==> config.mk <==
export PLATFORM = sky130hd
export DESIGN_NAME = pci_target_term
export DESIGN_NICKNAME = d
export VERILOG_FILES = /design/src/pkg/pci_term_pkg.sv /design/src/core/pci_target_term.sv /design/src/core/req_history.sv
export SDC_FILE = /design/constraint.sdc
export NUM_CORES = 1
export LEC_CHECK = 0
export BUFFER_PORTS_ARGS = -buffer_cell sky130_fd_sc_hd__buf_2
export CAP_MARGIN = 20
export CORE_MARGIN = 2
export CORE_UTILIZATION = 25
export DETAILED_ROUTE_END_ITERATION = 10
export GPL_TIMING_DRIVEN = 0
export PLACE_DENSITY = 0.48
export SLEW_MARGIN = 20
export SYNTH_ARGS = -nofsm -noshare
export SYNTH_HDL_FRONTEND = slang
export SYNTH_SLANG_ARGS = --single-unit
==> constraint.sdc <==
create_clock -name REF_CLK -period 2.69 [get_ports REF_CLK]
set_input_delay 0.538 -clock REF_CLK [delete_from_list [all_inputs] [get_ports REF_CLK]]
set_output_delay 0.538 -clock REF_CLK [all_outputs]
set_load 0.01 [all_outputs]
==> src/pkg/pci_term_pkg.sv <==
`default_nettype none
package pci_term_pkg;
	// ==================================================
	// widths and timing
	localparam int DATA_W = 32;
	localparam int CNT_W = 5;
	// clocks from selection before an unready back-end forces a retry
	localparam logic [4:0] READY_TIMEOUT_CLKS = 5'h10;
	localparam logic [4:0] CNT_ZERO = 5'h00;
	localparam logic [4:0] CNT_ONE = 5'h01;
	// level of a released active-low pin
	localparam logic PIN_HIGH = 1'b1;
	localparam logic [31:0] DATA_RESET = 32'h0000_0000;

	// ==================================================
	// carriers
	// active-low target termination pins
	typedef struct packed {
		logic devsel_n;
		logic trdy_n;
		logic stop_n;
	} term_pins_s;

	// active-low back-end handshake requests
	typedef struct packed {
		logic backend_ready_n;
		logic backend_disconnect_req_n;
		logic backend_abort_req_n;
	} backend_req_s;

	localparam term_pins_s PINS_RELEASED = 3'h7;
	localparam backend_req_s REQ_IDLE = 3'h7;

	// ==================================================
	// termination sequencer states
	typedef enum logic [4:0] {
		ST_IDLE = 5'b00001,
		ST_ACTIVE = 5'b00010,
		ST_STOP = 5'b00100,
		ST_ABORT = 5'b01000,
		ST_RELEASE = 5'b10000
	} term_state_e;
endpackage
`default_nettype wire

==> src/core/pci_target_term.sv <==
`default_nettype none
module pci_target_term (
	input wire logic REF_CLK,
	input wire logic RST,
	input wire logic FRAME_N,
	input wire logic IRDY_N,
	input wire logic HIT,
	input wire logic IS_READ,
	input wire pci_term_pkg::backend_req_s BACKEND_REQ,
	input wire logic [31:0] LOCAL_READ_DATA,
	input wire logic [31:0] AD_IN,
	output pci_term_pkg::term_pins_s TERM_PINS,
	output logic TERM_OE,
	output logic [31:0] AD_O,
	output logic AD_OE,
	output logic LOCAL_TRANSFER_STROBE_N,
	output logic [31:0] LOCAL_WRITE_DATA
);
	import pci_term_pkg::*;

	term_state_e state, next_state;
	term_pins_s next_pins;
	backend_req_s prev_req;
	logic next_oe, next_ad_oe, next_strobe_n;
	logic is_read, next_is_read;
	logic seen_ready, next_seen_ready;
	logic retry, next_retry;
	logic [4:0] wait_cnt, next_wait_cnt;
	logic [31:0] next_ad, next_wr_data;
	logic disc_held, timed_out, phase_done;

	// ==================================================
	// request history
	req_history u_hist (
		.clk(REF_CLK),
		.rst(RST),
		.req(BACKEND_REQ),
		.prev(prev_req)
	);

	// disconnect low this clock and the one before
	assign disc_held = !BACKEND_REQ.backend_disconnect_req_n &&
		!prev_req.backend_disconnect_req_n;
	// still no ready on the last allowed clock
	assign timed_out = (wait_cnt == READY_TIMEOUT_CLKS - CNT_ONE) &&
		!seen_ready && BACKEND_REQ.backend_ready_n;
	assign phase_done = !TERM_PINS.trdy_n && !IRDY_N;

	// ==================================================
	// next-state logic
	always_comb begin
		next_state = state;
		next_pins = TERM_PINS;
		next_oe = TERM_OE;
		next_is_read = is_read;
		next_seen_ready = seen_ready;
		next_retry = retry;
		next_wait_cnt = wait_cnt;
		next_strobe_n = PIN_HIGH;
		next_ad = AD_O;
		next_wr_data = LOCAL_WRITE_DATA;
		case (state)
			ST_IDLE: begin
				next_pins = PINS_RELEASED;
				next_oe = 1'b0;
				if (!FRAME_N && HIT) begin
					next_state = ST_ACTIVE;
					next_pins.devsel_n = 1'b0;
					next_oe = 1'b1;
					next_is_read = IS_READ;
					next_seen_ready = 1'b0;
					next_retry = 1'b0;
					next_wait_cnt = CNT_ZERO;
				end
			end
			ST_ACTIVE, ST_STOP: begin
				if (wait_cnt != READY_TIMEOUT_CLKS) begin
					next_wait_cnt = wait_cnt + CNT_ONE;
				end
				if (!BACKEND_REQ.backend_ready_n) begin
					next_seen_ready = 1'b1;
				end
				// data path: read trdy two clocks, write one clock after ready
				if (is_read) begin
					next_pins.trdy_n = prev_req.backend_ready_n;
					next_strobe_n = BACKEND_REQ.backend_ready_n;
					if (!LOCAL_TRANSFER_STROBE_N &&
							BACKEND_REQ.backend_abort_req_n) begin
						next_ad = LOCAL_READ_DATA;
					end
				end else begin
					next_pins.trdy_n = BACKEND_REQ.backend_ready_n;
					next_strobe_n = !phase_done;
					if (phase_done) begin
						next_wr_data = AD_IN;
					end
				end
				if (retry) begin
					next_pins.trdy_n = PIN_HIGH;
				end
				if (state == ST_ACTIVE) begin
					if (!BACKEND_REQ.backend_abort_req_n) begin
						// abort wins and ignores irdy
						next_state = ST_ABORT;
						next_pins = '{devsel_n: 1'b1, trdy_n: 1'b1,
							stop_n: 1'b0};
					end else if ((disc_held || timed_out) &&
							!seen_ready) begin
						next_state = ST_STOP;
						next_retry = 1'b1;
						next_pins.stop_n = 1'b0;
						next_pins.trdy_n = PIN_HIGH;
					end else if (disc_held) begin
						next_state = ST_STOP;
						next_pins.stop_n = 1'b0;
					end
				end else if (FRAME_N) begin
					// last phase under stop: release once frame is high, irdy not looked at
					next_state = ST_RELEASE;
					next_pins = PINS_RELEASED;
				end
			end
			ST_ABORT: begin
				if (FRAME_N) begin
					next_state = ST_RELEASE;
					next_pins.stop_n = PIN_HIGH;
				end
			end
			ST_RELEASE: begin
				// pins were high one clock, now turn off
				next_state = ST_IDLE;
				next_oe = 1'b0;
			end
			default: begin
				next_state = ST_IDLE;
				next_pins = PINS_RELEASED;
				next_oe = 1'b0;
			end
		endcase
		next_ad_oe = (next_state == ST_ACTIVE || next_state == ST_STOP) &&
			next_is_read;
	end

	// ==================================================
	// state registers
	always_ff @(posedge REF_CLK) begin
		if (RST) begin
			state <= ST_IDLE;
			TERM_PINS <= PINS_RELEASED;
			TERM_OE <= 1'b0;
			AD_OE <= 1'b0;
			AD_O <= DATA_RESET;
			LOCAL_TRANSFER_STROBE_N <= PIN_HIGH;
			LOCAL_WRITE_DATA <= DATA_RESET;
			is_read <= 1'b0;
			seen_ready <= 1'b0;
			retry <= 1'b0;
			wait_cnt <= CNT_ZERO;
		end else begin
			state <= next_state;
			TERM_PINS <= next_pins;
			TERM_OE <= next_oe;
			AD_OE <= next_ad_oe;
			AD_O <= next_ad;
			LOCAL_TRANSFER_STROBE_N <= next_strobe_n;
			LOCAL_WRITE_DATA <= next_wr_data;
			is_read <= next_is_read;
			seen_ready <= next_seen_ready;
			retry <= next_retry;
			wait_cnt <= next_wait_cnt;
		end
	end
endmodule // pci_target_term
`default_nettype wire

==> src/core/req_history.sv <==
`default_nettype none
// one-clock history of the back-end requests
module req_history (
	input wire logic clk,
	input wire logic rst,
	input wire pci_term_pkg::backend_req_s req,
	output pci_term_pkg::backend_req_s prev
);
	import pci_term_pkg::*;

	backend_req_s next_prev;

	// ==================================================
	// history register
	always_comb begin
		next_prev = req;
	end

	always_ff @(posedge clk) begin
		if (rst) begin
			prev <= REQ_IDLE;
		end else begin
			prev <= next_prev;
		end
	end
endmodule // req_history
`default_nettype wire

== Word level (Yosys, flattened, before mapping) ==
Cells that the tools add are included.

* Register bits after elaboration: 85
* Bits of input ports: 73
* Output and inout bits: 70
* Word-level logic and storage cells: 104

* $add $sub $neg: 1
* Equality and inequality tests: 19
* Muxes and demuxes: 35
* Bitwise logic cells: 4
* Reduce and logical (&&, ||, !) cells: 30

{| class="wikitable"
|+ Operators with widths
! cell !! count
|-
| $mux W5 || 8
|-
| $mux W1 || 17
|-
| $pmux W5 S3 || 1
|-
| $reduce_and A3 Y1 || 5
|-
| $ne A2 B2 Y1 const B || 7
|-
| $eq A5 B2 Y1 const B || 2
|-
| $eq A5 B3 Y1 const B || 2
|-
| $eq A5 B4 Y1 const B || 2
|-
| $ne A5 B5 Y1 const B || 2
|-
| $pmux W5 S2 || 1
|-
| $logic_and A1 B1 Y1 || 8
|-
| $logic_not A1 Y1 || 8
|-
| $mux W3 || 2
|-
| $ne A3 B3 Y1 const B || 2
|-
| $pmux W1 S2 || 3
|-
| $pmux W2 S3 || 1
|-
| $reduce_or A2 Y1 || 3
|-
| $add A5 B1 Y5 const B || 1
|-
| $eq A5 B1 Y1 const B || 1
|-
| $eq A5 B5 Y1 const B || 1
|-
| $reduce_and A5 Y1 || 1
|-
| $not A1 Y1 || 4
|-
| $reduce_and A4 Y1 || 1
|-
| $pmux W1 S3 || 1
|-
| 4 further kinds || 5
|}

== Depth between registers and ports, before layout ==
* Depth in word-level cells: 12
* Mapped depth: 7
* Depth with buffers taken out: 7

== Cells and area by module ==
From an unflattened synthesis, not the netlist that was laid out.

* Cell total of the unflattened synthesis: 421
* Area, all modules: 3434.5 sq um

{| class="wikitable"
|+ By module, submodules not included
! module !! instances !! cells an instance !! area each (sq um) !! seq. area each (sq um)
|-
| pci_target_term || 1 || 415 || 3355.7 || 1661.6
|-
| req_history || 1 || 6 || 78.8 || 60.1
|}

== Worst setup path before layout ==
No wires, ideal clock.

* Path type: reg-to-reg
* From: register wait_cnt[0]
* To: register state[3]
* Setup time: 0.103 ns
* Arrival: 1.628 ns
* Data required time: 2.587 ns
* Path slack: 0.959 ns
* Stages on the path, launching flop included: 8
* Buffers on the path: 0
* Period minus slack after synthesis: 1.731 ns
* Path through: dfxtp_1 > ha_1 > and3_1 > ha_1 > nand2_1 > o22ai_1 > a311o_1 > a2111oi_2

* Cells in the longest elaborated chain, start to end: 9

{| class="wikitable"
|+ RTL lines
! item !! RTL line !! RTL
|-
| from (decl) || pci_target_term.sv:28 || <nowiki>logic [4:0] wait_cnt, next_wait_cnt;</nowiki>
|-
| from (signal assigned) || pci_target_term.sv:170 || <nowiki>wait_cnt <= next_wait_cnt;</nowiki>
|-
| $eq A5 B4 Y1 || pci_target_term.sv:45 || <nowiki>assign timed_out = (wait_cnt == READY_TIMEOUT_CLKS - CNT_ONE) &&</nowiki>
|-
| $logic_and A1 B1 Y1 || pci_target_term.sv:45 ||
|-
| $logic_and A1 B1 Y1 || pci_target_term.sv:46 || <nowiki>!seen_ready && BACKEND_REQ.backend_ready_n;</nowiki>
|-
| $logic_or A1 B1 Y1 || pci_target_term.sv:107 || <nowiki>end else if ((disc_held || timed_out) &&</nowiki>
|-
| $logic_and A1 B1 Y1 || pci_target_term.sv:107 ||
|-
| $mux W5 || pci_target_term.sv:107 ||
|-
| $mux W5 || pci_target_term.sv:102 || <nowiki>if (!BACKEND_REQ.backend_abort_req_n) begin</nowiki>
|-
| $mux W5 || pci_target_term.sv:101 || <nowiki>if (state == ST_ACTIVE) begin</nowiki>
|-
| $pmux W5 S3 || pci_target_term.sv:62 || <nowiki>case (state)</nowiki>
|-
| to (signal assigned) || pci_target_term.sv:160 || <nowiki>state <= next_state;</nowiki>
|-
| to (decl) || pci_target_term.sv:21 || <nowiki>term_state_e state, next_state;</nowiki>
|}

Every way passes these cells.
A chain may end at the register's enable or synchronous reset.

== Worst setup path after layout ==
* From: register state[4]
* To: register AD_O[30]

* Cells in the longest elaborated chain, start to end: 3
* Elaborated cells on any way between the ends: 4
* Classes of those cells: eq/ne: 2; reduce/logical: 2

{| class="wikitable"
|+ RTL lines
! item !! RTL line !! RTL
|-
| $eq A5 B2 Y1 or $eq A5 B3 Y1 (tied branches) || pci_target_term.sv:62 ||
|-
| $reduce_or A2 Y1 * || pci_target_term.sv:62 ||
|-
| $reduce_and A3 Y1 (no line) * || -- ||
|-
| to (signal assigned) || pci_target_term.sv:164 || <nowiki>AD_O <= next_ad;</nowiki>
|-
| to (decl) || pci_target_term.sv:14 || <nowiki>output logic [31:0] AD_O,</nowiki>
|}

Every way passes the cells marked *; elsewhere a longest branch is shown, timed or not.

==> out/results.tsv <==
stage	metric	value	unit
outcome	status	complete, no violations	
floorplanning	core-area	13300	um^2
sta	holdWs	428	ps
sta	finalHoldViolations	0	
sta	clock-skew-final	9.89	ps
routing	avgViaCountPerCell	4.48	
routing	ant_nets	0	
placement	gp_congestion	0.806	
global_route	grt_max_degree	14	
worst_setup_path	path_buf_inv	3	
clocking	clk_pin_slew	60	ps
worst_setup_path	cp-start-kind	register	
placement	dp_hpwl	7.66	mm
yosys	ys_async_sr_fraction	0	
worst_setup_path	r2r_cells	7	
clocking	cts_tree	built	
yosys	synthTopCellsByCount	nand2_1, dfxtp_1, a21oi_1, clkbuf_1, nor3_1	
worst_setup_path	reg2reg_slack	700	ps
floorplanning	die_x	121	um
yosys	syn_area	3410	um^2
clocking	ctsResizeCount	0	
min_path	hold_path_depth	3	
pwr	power.leakage	0.00198	uW
worst_setup_path	end_kind	register	
global_route	grtUsageMet1	0.171	
clocking	cts_max_level	3	
routing	dr.pass1.iters	4	
worst_setup_path	crit_family	buffers and inverters	
global_route	grt_pass1_wl	16.2	mm
sta	period_needed	1990	ps
clocking	cts_hold_buf	0	
cells_and_area	num_antenna_cells	0	
global_route	overflow	0	
worst_setup_path	cpPeakStageDelay	350	ps
min_path	hold_end	LOCAL_WRITE_DATA[11]$_SDFFE_PP0P_	
routing	routed_wl	10.2	mm
floorplanning	start_util	0.256	
cells_and_area	drive_above_1_share	0.314	
sta	worst_slew_pin_slew	648	ps
routing	dr_total_vias	3367	
routing	drc	0	
yosys	yosys_register_bits	85	
yosys	syn_avg_cell_area	8.15	um^2
sta	finalSetupViolCount	0	
floorplanning	die_area	14600	um^2
clocking	clockBufferDepth	2	
yosys	ys_warn_count	0	
sta	fmaxAchievable	503	MHz
cells_and_area	nets	647	
placement	io_buffers	142	
floorplanning	rows	42	
min_path	hp-class	in -> reg	
yosys	netlist_instances	418	
worst_setup_path	arrival	2190	ps
job	drv_cap	0	
floorplanning	die_y	121	um
yosys	syn_nets	494	
yosys	ys_types	49	
worst_setup_path	cp.required	2890	ps
pwr	worst_ir_drop_vdd	0.000372	V
worst_setup_path	crit_chain	buf_6 -> nor3_1 -> buf_2 -> nand4_1 -> clkbuf_1 -> nand2_1 -> a21oi_1	
worst_setup_path	path_max_fanout	10	
clocking	cts_root_buf	clkbuf_16	
yosys	synth.most_common_cell	nand2_1	
worst_setup_path	regToRegEndpoint	AD_O[30]$_SDFFE_PP0P_	
global_route	grtUsageTotal	0.144	
min_path	holdCritStartpoint	AD_IN[11]	
yosys	synth_top_area_frac	0.499	
yosys	yosys_most_used_dff	dfxtp_1	
clocking	cts_buffers	9	
clocking	post_cts_buffers	0	
sta	timing.final.crit_share	0.739	
sta	max-slew-margin-rel	0.567	
floorplanning	num_io_pins	143	
global_route	met3_usage	0.0703	
pwr	finalPower	2750	uW
routing	wire_per_inst	13.5	um
worst_setup_path	path_class	reg -> reg	
sta	tns	0	ps
global_route	grt_busiest_layer	met2	
worst_setup_path	crit_path_top_delay_cell	nor3_1	
clocking	worstSkewPairLatency	340	ps
routing	drt_iter0_drc	178	
global_route	met2_usage	0.225	
sta	maxSlewViolCount	0	
sta	rsz0062_at_grt	no	
yosys	synth_enable_flop_cells	0	
cells_and_area	area_delta_synth_final	36.9	%
yosys	synth.area.top_cells	dfxtp_1, nand2_1, a21oi_1	
global_route	grt_antenna_before_repair	1	
clocking	clock-sinks	85	
yosys	yosysSeqAreaShare	0.499	
pwr	power_density	590	nW/um^2
yosys	synth_top_area_cell	dfxtp_1	
worst_setup_path	reg2reg_from	state[4]$_SDFF_PP0_	
global_route	grt_pass1_vias	3285	
-- through the flow --
| stage | worst slack, ps | area, um^2 | instances | util |
|---|---|---|---|---|
| floorplan | 959 | 3410 | 418 | - |
| global placement | 708 | 4340 | 736 | 0.326 |
| detailed placement | 660 | 4340 | 736 | 0.326 |
| CTS | 647 | 4660 | 752 | 0.351 |
| global route | 450 | 4660 | 752 | 0.351 |
| finish | 703 | 4660 | 752 | 0.351 |
-- worst max-delay path by stage --
stage                             start                    end  slack [ps]  depth (start not counted)
3_5_place_dp        state[4]$_SDFF_PP0_  AD_O[29]$_SDFFE_PP0P_         660                          7
3_3_place_gp        state[4]$_SDFF_PP0_  AD_O[30]$_SDFFE_PP0P_         710                          7
4_1_cts             state[4]$_SDFF_PP0_  AD_O[19]$_SDFFE_PP0P_         650                          7
6_report            state[4]$_SDFF_PP0_  AD_O[30]$_SDFFE_PP0P_         700                          7
2_1_floorplan  wait_cnt[0]$_SDFFE_PP0P_    state[3]$_SDFF_PP0_         960                          7
5_1_grt             state[4]$_SDFF_PP0_  AD_O[11]$_SDFFE_PP0P_         450                          7
-- flip-flops by register name (all words and copies together), names as in the netlist --
name,cells
LOCAL_TRANSFER_STROBE_N,1
state,5
seen_ready,1
is_read,1
AD_O,32
u_hist.prev,2
TERM_OE,1
wait_cnt,5
retry,1
AD_OE,1
TERM_PINS,3
LOCAL_WRITE_DATA,32
-- area by class of cell --
type                            count  area, um^2
Fill cell                        1446        8630
Sequential cell                    85        1700
Clock buffer                       12         256
Tap cell                          176         220
Buffer                             28         148
Timing Repair Buffer              142         711
Multi-Input combinational cell    301        1540
Inverter                            4        15.0
Clock inverter                      4        70.1
-- metal layers --
metal	wire length, um	share of wire
met1	4480	0.44
met2	4450	0.44
met3	1030	0.10
met4	212	0.021
met5	7	0.00069
-- worst register-to-register path, cell delays in order (launching register included) --
cell and delay [ps]:
dfxtp_1 300, buf_6 130, nor3_1 350, buf_2 300, nand4_1 260, clkbuf_1 310, nand2_1 130, a21oi_1 70
-- layout by cell type, fill, tap and decap left out, types with 2 or more instances in the layout --
| cell | n |
|---|---|
| nand2b_1 | 3 |
| nand4_1 | 3 |
| buf_4 | 6 |
| a22oi_1 | 2 |
| nor2b_1 | 3 |
| clkbuf_8 | 2 |
| bufinv_16 | 2 |
| buf_2 | 146 |
| o21ai_0 | 6 |
| nor2_1 | 9 |
| xnor2_1 | 3 |
| or2_2 | 2 |
| inv_1 | 4 |
| mux2i_1 | 4 |
| ha_1 | 3 |
| dfxtp_1 | 85 |
| clkinv_2 | 2 |
| nand2_1 | 140 |
| clkbuf_16 | 9 |
| buf_6 | 2 |
| a21oi_1 | 73 |
| and3_1 | 4 |
| nor3_1 | 13 |
| nand3_1 | 5 |
| clkbuf_1 | 17 |
-- power breakdown --
group	switching (uW)	internal, uW
logic	71.6	59.4
clock network	492	861
registers	5.36	1260
total	569	2180
-- kinds of logic after synthesis --
logic type,after synthesis,synth area share
AOI/OAI and AO/OA,95,0.165
DFF,85,0.499
adders and majority gates,3,0.0110
xor gates and xnor gates,5,0.0151
and+or+nand+nor,192,0.243
buffers and inverters,32,0.0477
muxes,6,0.0195
Power figures use the tool's default switching activity.
